[config.mk]
export PLATFORM = sky130hd
export DESIGN_NAME = pse_ctrl
export DESIGN_NICKNAME = d
export VERILOG_FILES = /design/src/hdl/pse_ctrl_pkg.sv /design/src/hdl/pse_ctrl.sv
export VERILOG_INCLUDE_DIRS = /design/src /design/src/hdl
export SDC_FILE = /design/constraint.sdc
export NUM_CORES = 1
export LEC_CHECK = 0
export BUFFER_PORTS_ARGS = -buffer_cell sky130_fd_sc_hd__buf_2
export CAP_MARGIN = 20
export CORE_AREA = 2 2 159 161
export CTS_BUF_LIST = sky130_fd_sc_hd__clkbuf_8
export DETAILED_ROUTE_END_ITERATION = 10
export DIE_AREA = 0 0 161 163
export GPL_TIMING_DRIVEN = 0
export PLACE_DENSITY = 0.76
export SETUP_SLACK_MARGIN = 0.2
export SLEW_MARGIN = 25
export SYNTH_ARGS = -nofsm -noshare
export SYNTH_HDL_FRONTEND = slang
export SYNTH_SLANG_ARGS = --single-unit
[constraint.sdc]
create_clock -name ref_clk -period 2.33 [get_ports ref_clk]
set_input_delay 0.1165 -clock ref_clk [delete_from_list [all_inputs] [get_ports ref_clk]]
set_output_delay 0.1165 -clock ref_clk [all_outputs]
set_load 0.02 [all_outputs]
[src/hdl/pse_ctrl_regs.svh]
// Register indexes, field positions, reset values, clock rate and timing in ms
`ifndef PSE_CTRL_REGS_SVH
`define PSE_CTRL_REGS_SVH

// Register indexes; byte address is four times the index
`define PSE_IDX_EVENT      6'h05
`define PSE_IDX_STATUS     6'h0c
`define PSE_IDX_ADDR       6'h10
`define PSE_IDX_MIDSPAN    6'h11
`define PSE_IDX_MODE       6'h12
`define PSE_IDX_ACD        6'h13
`define PSE_IDX_DETEN      6'h14
`define PSE_IDX_PWRON      6'h19
`define PSE_IDX_RESET      6'h1a

// Field positions
`define PSE_MIDSPAN_BIT    1
`define PSE_SWRST_BIT      4
`define PSE_ACD_FAIL_BIT   4

// Mode codes of the two-bit per-port field
`define PSE_MODE_AUTO      2'h3
`define PSE_MODE_SEMI      2'h2
`define PSE_MODE_MANUAL    2'h1
`define PSE_MODE_SHUT      2'h0

// Reset values
`define PSE_MODE_RST_AUTO  8'hff
`define PSE_MODE_RST_SHUT  8'h00
`define PSE_DETEN_RST_AUTO 4'hf
`define PSE_DETEN_RST_SHUT 4'h0
`define PSE_ACD_RST        4'h0

// Fixed upper slave address bits
`define PSE_ADDR_UPPER     3'h2

// Timing and sine loss threshold
`define PSE_CLK_KHZ        100000
`define PSE_CADENCE_MS     2200
`define PSE_SINE_WATCH_MS  20
`define PSE_SINE_LOSS_THRESHOLD_MV 2000

`endif

[src/hdl/pse_ctrl_pkg.sv]
// Types shared by the reset and port mode controller
package pse_ctrl_pkg;

	typedef enum logic [1:0] {
		PS_IDLE,
		PS_DETECT,
		PS_WAIT,
		PS_POWERED
	} pse_port_state_e;

	typedef enum logic [1:0] {
		SER_IDLE,
		SER_ADDR,
		SER_ACK
	} pse_ser_state_e;

endpackage

[src/hdl/pse_ctrl.sv]
// Reset sources, strap latching, serial address answer and per-port mode control
//
// Function
// Slave address is 010 followed by the four latched address straps.
// Address straps captured at supply rise and every reset, then held.
// Serial data received on one line, answered on a separate line.
// Low fast-off input of a port switches that port's power off.
// After reset, mode strap high gives auto, low gives shutdown.
// Software mode writes override auto even while the mode strap stays high.
// Sine loss shuts down and blocks ports having AC disconnect enabled.
// Reset from supply rise, reset pin pulse, software bit, thermal shutdown.
// Any reset restores register defaults and samples mode and cadence straps.
// Strap changes outside reset are ignored.
// No address acknowledge while a reset condition persists.
// Port reset bit powers port off and clears its events and status.
// With cadence on, wait 2 to 2.4 s after failed detection.
// Cadence enable bit loaded from cadence strap at reset.
// Four identical independent port state machines with four modes.
// Semi-auto detects on request repeatedly, powers only on command.
// Changing among auto, semi and manual keeps port operation going.
// Shutdown stops the port at once; idle until shutdown left.
// Mode codes: 11 auto, 10 semi, 01 manual, 00 shutdown.
// Auto detects and powers unaided, retrying until a valid load.
// Entering shutdown clears that port's event and status bits.
// Controller holds reset pin low at least 300 us.
// Software and port reset bits clear themselves, read back zero.
`timescale 1ns/1ps
`include "pse_ctrl_regs.svh"

module pse_ctrl #(
	parameter int unsigned CADENCE_CYC = `PSE_CADENCE_MS * `PSE_CLK_KHZ,
	parameter int unsigned SINE_WATCH_CYC = `PSE_SINE_WATCH_MS * `PSE_CLK_KHZ
) (
	input  wire logic        ref_clk,             // System clock
	input  wire logic        nrst,                // Power-on reset, active low
	input  wire logic        supply_ok,           // Supplies above lockout
	input  wire logic        reset_pin_n,         // Hardware reset pin
	input  wire logic        thermal_shutdown,    // Overtemperature
	input  wire logic [3:0]  slave_addr_straps,   // Low address straps
	input  wire logic        auto_strap,          // Startup mode strap
	input  wire logic        cadence_strap,       // Midspan strap
	input  wire logic [3:0]  port_fast_off_n,     // Fast shutdown pins
	input  wire logic        ac_sense_sine_input, // Sine above loss threshold
	input  wire logic [3:0]  det_done,            // Detection finished pulse
	input  wire logic [3:0]  det_valid,           // Detection found valid load
	input  wire logic        scl,                 // Serial clock pin
	input  wire logic        serial_data_rx_line, // Serial data in
	output logic             serial_data_tx_line, // Serial data out, low is ack
	output logic [3:0]       gate_on,             // Port power switch drive
	output logic [3:0]       det_probe,           // Run detection on port
	output logic             in_reset,            // Device held in reset
	input  wire logic        psel,                // APB select
	input  wire logic        penable,             // APB enable
	input  wire logic        pwrite,              // APB write
	input  wire logic [7:0]  paddr,               // APB byte address
	input  wire logic [31:0] pwdata,              // APB write data
	output logic [31:0]      prdata,              // APB read data
	output logic             pready,              // APB ready
	output logic             pslverr              // APB error
);

	// Two-flop synchronisers for every pin
	localparam int NSYNC = 16;
	logic [NSYNC-1:0] pin_raw;
	logic [NSYNC-1:0] sync1_r;
	logic [NSYNC-1:0] sync2_r;

	assign pin_raw = {supply_ok, reset_pin_n, thermal_shutdown, slave_addr_straps,
		auto_strap, cadence_strap, port_fast_off_n, ac_sense_sine_input, scl,
		serial_data_rx_line};

	always_ff @(posedge ref_clk or negedge nrst) begin
		if (!nrst) begin
			sync1_r <= '0;
			sync2_r <= '0;
		end else begin
			sync1_r <= pin_raw;
			sync2_r <= sync1_r;
		end
	end

	logic       supply_s;
	logic       rstpin_s;
	logic       therm_s;
	logic [3:0] addr_s;
	logic       auto_s;
	logic       cad_s;
	logic [3:0] fast_n_s;
	logic       sine_s;
	logic       scl_s;
	logic       sda_s;

	assign {supply_s, rstpin_s, therm_s, addr_s, auto_s, cad_s, fast_n_s, sine_s,
		scl_s, sda_s} = sync2_r;

	// Reset sequencing
	logic sys_rst_r;
	logic sw_rst_r;

	always_ff @(posedge ref_clk or negedge nrst) begin
		if (!nrst) begin
			sys_rst_r <= 1'b1;
		end else begin
			// Held while any cause persists; R22 pulse width relies on the pin owner
			sys_rst_r <= !supply_s || !rstpin_s || therm_s || sw_rst_r;
		end
	end

	// Straps follow the pins during reset and freeze at its release
	logic [6:0] slave_addr_r;

	always_ff @(posedge ref_clk or negedge nrst) begin
		if (!nrst) begin
			slave_addr_r <= '0;
		end else if (sys_rst_r) begin
			slave_addr_r <= {`PSE_ADDR_UPPER, addr_s};
		end
	end

	// APB slave, one wait state
	logic [5:0]  reg_idx;
	logic        acc_en;
	logic        wr_en;
	logic        rd_en;
	logic        addr_ok;
	logic [31:0] rd_val;

	logic [7:0] mode_r;
	logic       midspan_r;
	logic [3:0] acd_en_r;
	logic [3:0] detect_request_r;
	logic [3:0] pwr_cmd_r;
	logic [3:0] port_rst_r;
	logic [3:0] det_end_r;
	logic [3:0] det_good_r;
	logic       sine_fail_r;
	logic [3:0] det_clr;
	logic [3:0] shut_enter;

	assign reg_idx = paddr[7:2];
	assign acc_en  = psel && penable && pready;
	assign wr_en   = acc_en && pwrite && addr_ok;
	assign rd_en   = acc_en && !pwrite && addr_ok;

	always_comb begin
		addr_ok = (paddr[1:0] == 2'h0);
		rd_val  = '0;
		case (reg_idx)
			`PSE_IDX_EVENT:   rd_val[3:0] = det_end_r;
			`PSE_IDX_STATUS:  rd_val[7:0] = {det_good_r, gate_on};
			`PSE_IDX_ADDR:    rd_val[6:0] = slave_addr_r;
			`PSE_IDX_MIDSPAN: rd_val[`PSE_MIDSPAN_BIT] = midspan_r;
			`PSE_IDX_MODE:    rd_val[7:0] = mode_r;
			`PSE_IDX_ACD:     rd_val[4:0] = {sine_fail_r, acd_en_r};
			`PSE_IDX_DETEN:   rd_val[3:0] = detect_request_r;
			`PSE_IDX_PWRON:   rd_val = '0;
			`PSE_IDX_RESET:   rd_val = '0;
			default:          addr_ok = 1'b0;
		endcase
	end

	always_ff @(posedge ref_clk or negedge nrst) begin
		if (!nrst) begin
			pready  <= 1'b0;
			prdata  <= '0;
			pslverr <= 1'b0;
		end else begin
			pready  <= psel && penable && !pready;
			prdata  <= (psel && penable && !pready && !pwrite && addr_ok) ? rd_val : '0;
			pslverr <= psel && penable && !pready && !addr_ok;
		end
	end

	// Configuration registers
	always_ff @(posedge ref_clk or negedge nrst) begin
		if (!nrst) begin
			mode_r    <= `PSE_MODE_RST_SHUT;
			midspan_r <= 1'b0;
			acd_en_r  <= `PSE_ACD_RST;
		end else if (sys_rst_r) begin
			mode_r    <= auto_s ? `PSE_MODE_RST_AUTO : `PSE_MODE_RST_SHUT;
			midspan_r <= cad_s;
			acd_en_r  <= `PSE_ACD_RST;
		end else if (wr_en) begin
			if (reg_idx == `PSE_IDX_MODE) begin
				mode_r <= pwdata[7:0];
			end
			if (reg_idx == `PSE_IDX_MIDSPAN) begin
				midspan_r <= pwdata[`PSE_MIDSPAN_BIT];
			end
			if (reg_idx == `PSE_IDX_ACD) begin
				acd_en_r <= pwdata[3:0];
			end
		end
	end

	// Self-clearing command pulses
	always_ff @(posedge ref_clk or negedge nrst) begin
		if (!nrst) begin
			pwr_cmd_r  <= '0;
			port_rst_r <= '0;
			sw_rst_r   <= 1'b0;
		end else begin
			pwr_cmd_r  <= (wr_en && reg_idx == `PSE_IDX_PWRON && !sys_rst_r) ?
				pwdata[3:0] : 4'h0;
			port_rst_r <= (wr_en && reg_idx == `PSE_IDX_RESET && !sys_rst_r) ?
				pwdata[3:0] : 4'h0;
			sw_rst_r   <= wr_en && reg_idx == `PSE_IDX_RESET &&
				pwdata[`PSE_SWRST_BIT] && !sys_rst_r;
		end
	end

	// Sine watchdog: no high level for a window means the peak is lost
	logic [21:0] sine_cnt_r;

	always_ff @(posedge ref_clk or negedge nrst) begin
		if (!nrst) begin
			sine_cnt_r  <= '0;
			sine_fail_r <= 1'b0;
		end else if (sine_s) begin
			sine_cnt_r  <= '0;
			sine_fail_r <= 1'b0;
		end else if (sine_cnt_r == 22'(SINE_WATCH_CYC - 1)) begin
			sine_fail_r <= 1'b1;
		end else begin
			sine_cnt_r <= sine_cnt_r + 22'h1;
		end
	end

	// Detection enables; software sets, port machines clear pushbuttons
	logic [3:0] deten_wr;

	assign deten_wr = (wr_en && reg_idx == `PSE_IDX_DETEN) ? pwdata[3:0] : 4'h0;

	always_ff @(posedge ref_clk or negedge nrst) begin
		if (!nrst) begin
			detect_request_r <= `PSE_DETEN_RST_SHUT;
		end else if (sys_rst_r) begin
			detect_request_r <= auto_s ? `PSE_DETEN_RST_AUTO : `PSE_DETEN_RST_SHUT;
		end else begin
			for (int p = 0; p < 4; p++) begin
				if (wr_en && reg_idx == `PSE_IDX_MODE &&
						pwdata[2*p +: 2] != mode_r[2*p +: 2]) begin
					detect_request_r[p] <= (pwdata[2*p +: 2] == `PSE_MODE_AUTO);
				end else if (wr_en && reg_idx == `PSE_IDX_DETEN) begin
					detect_request_r[p] <= deten_wr[p];
				end else if (det_clr[p]) begin
					detect_request_r[p] <= 1'b0;
				end
			end
		end
	end

	// Events and status; a set wins over a read-clear
	always_ff @(posedge ref_clk or negedge nrst) begin
		if (!nrst) begin
			det_end_r  <= '0;
			det_good_r <= '0;
		end else if (sys_rst_r) begin
			det_end_r  <= '0;
			det_good_r <= '0;
		end else begin
			for (int p = 0; p < 4; p++) begin
				if (port_rst_r[p] || shut_enter[p]) begin
					det_end_r[p]  <= 1'b0;
					det_good_r[p] <= 1'b0;
				end else if (det_probe[p] && det_done[p]) begin
					det_end_r[p]  <= 1'b1;
					det_good_r[p] <= det_valid[p];
				end else if (rd_en && reg_idx == `PSE_IDX_EVENT) begin
					det_end_r[p] <= 1'b0;
				end
			end
		end
	end

	// Per-port operating state machines
	genvar gp;
	generate
		for (gp = 0; gp < 4; gp++) begin : g_port
			logic [1:0]                   mode;
			logic                         kill;
			logic                         blocked;
			logic [27:0]                  wait_cnt_r;
			pse_ctrl_pkg::pse_port_state_e state_r;
			pse_ctrl_pkg::pse_port_state_e state_nxt;

			assign mode    = mode_r[2*gp +: 2];
			assign kill    = sys_rst_r || port_rst_r[gp] || mode == `PSE_MODE_SHUT;
			assign blocked = !fast_n_s[gp] || (acd_en_r[gp] && sine_fail_r);
			assign shut_enter[gp] = wr_en && reg_idx == `PSE_IDX_MODE &&
				pwdata[2*gp +: 2] == `PSE_MODE_SHUT && mode != `PSE_MODE_SHUT;
			assign det_clr[gp] = mode == `PSE_MODE_MANUAL && state_r == pse_ctrl_pkg::PS_DETECT
				&& det_done[gp];

			always_comb begin
				state_nxt = state_r;
				case (state_r)
					pse_ctrl_pkg::PS_IDLE: begin
						if (pwr_cmd_r[gp] && !blocked) begin
							state_nxt = pse_ctrl_pkg::PS_POWERED;
						end else if (detect_request_r[gp]) begin
							state_nxt = pse_ctrl_pkg::PS_DETECT;
						end
					end
					pse_ctrl_pkg::PS_DETECT: begin
						if (pwr_cmd_r[gp] && !blocked) begin
							state_nxt = pse_ctrl_pkg::PS_POWERED;
						end else if (det_done[gp] && det_valid[gp]) begin
							if (mode == `PSE_MODE_AUTO && !blocked) begin
								state_nxt = pse_ctrl_pkg::PS_POWERED;
							end else begin
								state_nxt = pse_ctrl_pkg::PS_IDLE;
							end
						end else if (det_done[gp]) begin
							if (midspan_r && mode != `PSE_MODE_MANUAL) begin
								state_nxt = pse_ctrl_pkg::PS_WAIT;
							end else begin
								state_nxt = pse_ctrl_pkg::PS_IDLE;
							end
						end
					end
					pse_ctrl_pkg::PS_WAIT: begin
						if (pwr_cmd_r[gp] && !blocked) begin
							state_nxt = pse_ctrl_pkg::PS_POWERED;
						end else if (wait_cnt_r == 28'(CADENCE_CYC - 1)) begin
							state_nxt = pse_ctrl_pkg::PS_IDLE;
						end
					end
					pse_ctrl_pkg::PS_POWERED: begin
						if (blocked) begin
							state_nxt = pse_ctrl_pkg::PS_IDLE;
						end
					end
					default: state_nxt = pse_ctrl_pkg::PS_IDLE;
				endcase
			end

			// Mode writes among auto, semi, manual leave the state alone
			always_ff @(posedge ref_clk or negedge nrst) begin
				if (!nrst) begin
					state_r       <= pse_ctrl_pkg::PS_IDLE;
					gate_on[gp]   <= 1'b0;
					det_probe[gp] <= 1'b0;
				end else if (kill) begin
					state_r       <= pse_ctrl_pkg::PS_IDLE;
					gate_on[gp]   <= 1'b0;
					det_probe[gp] <= 1'b0;
				end else begin
					state_r       <= state_nxt;
					gate_on[gp]   <= state_nxt == pse_ctrl_pkg::PS_POWERED;
					det_probe[gp] <= state_nxt == pse_ctrl_pkg::PS_DETECT;
				end
			end

			always_ff @(posedge ref_clk or negedge nrst) begin
				if (!nrst) begin
					wait_cnt_r <= '0;
				end else if (kill || state_r != pse_ctrl_pkg::PS_WAIT) begin
					wait_cnt_r <= '0;
				end else begin
					wait_cnt_r <= wait_cnt_r + 28'h1;
				end
			end
		end
	endgenerate

	// Serial address answer on the separate output line
	logic                         scl_d_r;
	logic                         sda_d_r;
	logic [3:0]                   bit_cnt_r;
	logic [7:0]                   shift_r;
	pse_ctrl_pkg::pse_ser_state_e ser_r;
	logic                         scl_rise;
	logic                         scl_fall;
	logic                         start_c;
	logic                         stop_c;

	assign scl_rise = scl_s && !scl_d_r;
	assign scl_fall = !scl_s && scl_d_r;
	assign start_c  = scl_s && scl_d_r && sda_d_r && !sda_s;
	assign stop_c   = scl_s && scl_d_r && !sda_d_r && sda_s;

	always_ff @(posedge ref_clk or negedge nrst) begin
		if (!nrst) begin
			scl_d_r <= 1'b1;
			sda_d_r <= 1'b1;
		end else begin
			scl_d_r <= scl_s;
			sda_d_r <= sda_s;
		end
	end

	always_ff @(posedge ref_clk or negedge nrst) begin
		if (!nrst) begin
			ser_r               <= pse_ctrl_pkg::SER_IDLE;
			bit_cnt_r           <= '0;
			shift_r             <= '0;
			serial_data_tx_line <= 1'b1;
		end else if (start_c) begin
			ser_r               <= pse_ctrl_pkg::SER_ADDR;
			bit_cnt_r           <= '0;
			serial_data_tx_line <= 1'b1;
		end else if (stop_c) begin
			ser_r               <= pse_ctrl_pkg::SER_IDLE;
			serial_data_tx_line <= 1'b1;
		end else begin
			case (ser_r)
				pse_ctrl_pkg::SER_ADDR: begin
					if (scl_rise && bit_cnt_r != 4'h8) begin
						shift_r   <= {shift_r[6:0], sda_s};
						bit_cnt_r <= bit_cnt_r + 4'h1;
					end else if (scl_fall && bit_cnt_r == 4'h8) begin
						if (shift_r[7:1] == slave_addr_r && !sys_rst_r) begin
							serial_data_tx_line <= 1'b0;
							ser_r               <= pse_ctrl_pkg::SER_ACK;
						end else begin
							ser_r <= pse_ctrl_pkg::SER_IDLE;
						end
					end
				end
				pse_ctrl_pkg::SER_ACK: begin
					if (scl_fall) begin
						serial_data_tx_line <= 1'b1;
						ser_r               <= pse_ctrl_pkg::SER_IDLE;
					end
				end
				pse_ctrl_pkg::SER_IDLE: serial_data_tx_line <= 1'b1;
				default: ser_r <= pse_ctrl_pkg::SER_IDLE;
			endcase
		end
	end

	always_ff @(posedge ref_clk or negedge nrst) begin
		if (!nrst) begin
			in_reset <= 1'b1;
		end else begin
			in_reset <= sys_rst_r;
		end
	end

endmodule

==> results.json <==
{
  "p_sw_w": 0.002325,
  "tightestPinTransition_ns": 0.8632,
  "final.setup.tns_ns": 0,
  "synth-seq-cells": 251,
  "yosysWarningCount": 0,
  "critPathArrivalTime_ns": 2.47,
  "min_period_ns": 2.043,
  "synthCells": 1221,
  "synth-edff-count": 0,
  "num_io_pins": 113,
  "grt_pass1_wl_mm": 45.80,
  "routed_wl_mm": 27.56,
  "place_congestion": 0.9020,
  "synth.most_common_cell": "dfrtp_1",
  "drv_cap": 0,
  "grt.total_usage_pct": 21.21,
  "first_iter_violations": 839,
  "worst_setup_path_end_kind": "flop",
  "cp-start-kind": "flop",
  "cts.sink_count": 251,
  "synth_top_area_share_pct": 51.06,
  "h-tree-depth": 2,
  "synth.distinct_cells": 74,
  "synth_common_cells": "dfrtp_1 (246), nor2_1 (178), nand2_1 (90)",
  "core-area_um2": 24670,
  "leakage_nw": 6.087,
  "start_util_pct": 48.86,
  "p_int_w": 0.007552,
  "swShare_pct": 23.54,
  "antenna_found_initial": 5,
  "dpl_worst_slack_ns": 0.01614,
  "ys_seq_area_share_pct": 52.15,
  "hold_path.class": "input port to asynchronous set/reset pin",
  "final_hold_viol_count": 0,
  "first_pass_iters": 5,
  "async_flop_share_pct": 100.0,
  "cts_buffer_depth": 3,
  "max-slew-margin-rel_pct": 42.20,
  "path_class": "flop to flop",
  "finalCritPeriodShare_pct": 87.66,
  "r2r_cells": 7,
  "seqPwrFrac_pct": 47.1,
  "drive_above_1_share_pct": 16.14,
  "syn_area_per_cell_um2": 9.873,
  "p_comb_share_pct": 7.1,
  "vias_per_cell": 5.410,
  "rsz0062_at_grt": "yes",
  "grt_max_degree": 82,
  "die_w_um": 161,
  "reg2reg_setup_slack_ns": 0.29,
  "fin_nets": 1476,
  "hpwlAfterDp_mm": 18.62,
  "outcome": "finished, final reports clean",
  "fin_skew_ns": 0.01708,
  "synth_area_um2": 12060,
  "drc": 0,
  "grt-ovfl-total": 0,
  "max_stage_delay_ns": 0.46,
  "area_growth_pct": 20.48,
  "cts_tree": "yes",
  "worstPathMaxFanout": 10,
  "wl_per_cell_um": 15.62,
  "r2r-start": "bit_cnt_r[0]",
  "std_cell_rows": 58,
  "grt_pass1_vias": 9465,
  "synth_area_leaders": "dfrtp_1 (51%), nor2_1 (5.5%), xnor2_1 (5.2%)",
  "clockRootBuffer": "clkbuf_8",
  "cellPowerDensity_nw_per_um2": 680.1,
  "clk_pin_slew_ns": 0.06,
  "crit_slowest_cell": "or4_1",
  "cts_inserted_buffers": 43,
  "clock_latency_ns": 0.55,
  "peakVddDrop_mv": 0.8206,
  "yosys.area.top_type": "dfrtp_1",
  "vias": 9543,
  "setup_ws_ns": 0.2875,
  "die_h_um": 163,
  "io_buffer_count": 63,
  "ant_nets": 0,
  "setup_viol": 0,
  "drv_slew": 0,
  "r2r_end": "shift_r[7]",
  "cp.required_ns": 2.76,
  "clockPowerShare_pct": 45.8,
  "dominantRegCellSynth": "dfrtp_1",
  "fmaxAchievable_ghz": 0.4896,
  "path_cells": "inv_1 -> ha_1 -> and3b_1 -> or4_1 -> clkbuf_2 -> buf_2 -> mux2_2",
  "die_area_um2": 26240
}
-- per-layer routing --
layer / vias to the layer above / wire (um) / global-route usage (%)
li1: 4564 / - / -
met1: 4601 / 12160 / 28.43
met2: 295 / 12790 / 33.61
met3: 79 / 1653 / 4.482
met4: 4 / 929 / 9.131
met5: - / 27 / 0
-- logic make-up after synthesis --
| family | Yosys count | synth area share, % |
|---|---|---|
| other | 1 | 0.03111 |
| AND/OR/NAND/NOR | 566 | 23.89 |
| flip-flops | 251 | 52.15 |
| XOR/XNOR | 130 | 9.445 |
| AO/OA/AOI/OAI | 139 | 7.493 |
| adder cells (fa/ha/maj) | 7 | 0.7265 |
| multiplexers | 25 | 2.304 |
| buffers and inverters | 102 | 3.954 |
-- registers in the layout, indices dropped and copies added, names as in the netlist, 2 cells and up --
register and cells:
prdata 8, g_port.state_r 8, bit_cnt_r 4, g_port.wait_cnt_r 112, mode_r 8, slave_addr_r 5
det_end_r 4, pwr_cmd_r 4, det_good_r 4, acd_en_r 4, sync1_r 16, port_rst_r 4
sine_cnt_r 22, detect_request_r 4, ser_r 2, det_probe 4, sync2_r 16, shift_r 8
gate_on 4
-- worst max-delay path, delay by kind of cell, from the launching register on --
kind / cells / cell delay (ns)
simple gates: 2 / 0.66
buf+inv: 3 / 0.41
fa+ha+maj: 1 / 0.18
mux: 1 / 0.28
flops: 1 / 0.39
-- worst max path at each step --
stage	startpoint	depth (start not counted)	endpoint
detailed placement	paddr[7]	6	sw_rst_r
CTS	sys_rst_r	5	g_port[1].wait_cnt_r[19]
finish	bit_cnt_r[0]	7	shift_r[7]
global route	bit_cnt_r[0]	7	shift_r[6]
global placement	nrst	1	sync1_r[12]
floorplan	bit_cnt_r[0]	7	shift_r[4]
-- area by class of cell --
type	count	area (um2)
clock buffer	53	729.5
timing repair buffer	112	848.3
antenna	3	7.507
clock inverter	23	254.0
inverter	41	153.9
fill	2051	10150
tap	330	412.9
buffer	60	336.6
multi-input combinational	891	5494
sequential	251	6287
-- placed cells by master, fill, tap and decap left out, drive strengths merged, types with 8 or more instances in the layout --
cell	Yosys	routed
nand2	90	90
xnor2	72	72
o21ai	37	37
nand4	35	35
conb	1	24
nor2b	19	19
clkbuf	32	83
and4	11	11
dfrtp	246	246
and3	19	19
mux2i	12	12
nor2	178	178
and2	16	16
nand3	72	72
inv	41	50
clkinv	0	8
xor2	58	58
buf	29	103
mux2	12	12
nand2b	16	16
a21oi	46	46
nor4	30	30
nor3	37	37
dlygate4sd3	0	39
or3	13	13
-- stage by stage --
| stage | util (%) | power (W) | instance area [um2] | cells | hold WS [ns] |
|---|---|---|---|---|---|
| 5_1_grt | 58.85 | 0.01025 | 14520 | 1763 | 0.04372 |
| 6_report | 58.86 | 0.009877 | 14520 | 1764 | 0.03190 |
| 3_5_place_dp | 52.63 | 0.005331 | 12990 | 1641 | 0.01771 |
| 4_1_cts | 58.34 | 0.009932 | 14400 | 1759 | 0.005401 |
| 3_3_place_gp | 52.16 | 0.005280 | 12870 | 1637 | 0.2252 |
| 2_1_floorplan | - | 0.005051 | 12140 | 1244 | -0.1791 |
-- power by group through the flow --
stage	Combinational, W	Sequential [W]	Clock [W]
4_1_cts	0.000666	0.00464	0.00462
5_1_grt	0.000785	0.00466	0.00480
3_5_place_dp	0.000612	0.00472	0
3_3_place_gp	0.000565	0.00472	0
6_report	0.000703	0.00465	0.00453
2_1_floorplan	0.000366	0.00468	0
-- what timing repair did --
item / CTS / global route
setup endpoints to repair: 23 / 99
buffers inserted: 3 / 3
hold buffers: 39 / 0
resized for setup: 6 / 35
pin swaps: 2 / 0
hold endpoints to repair: 165 / 0
Note: power is estimated with default switching activity, not from simulation.
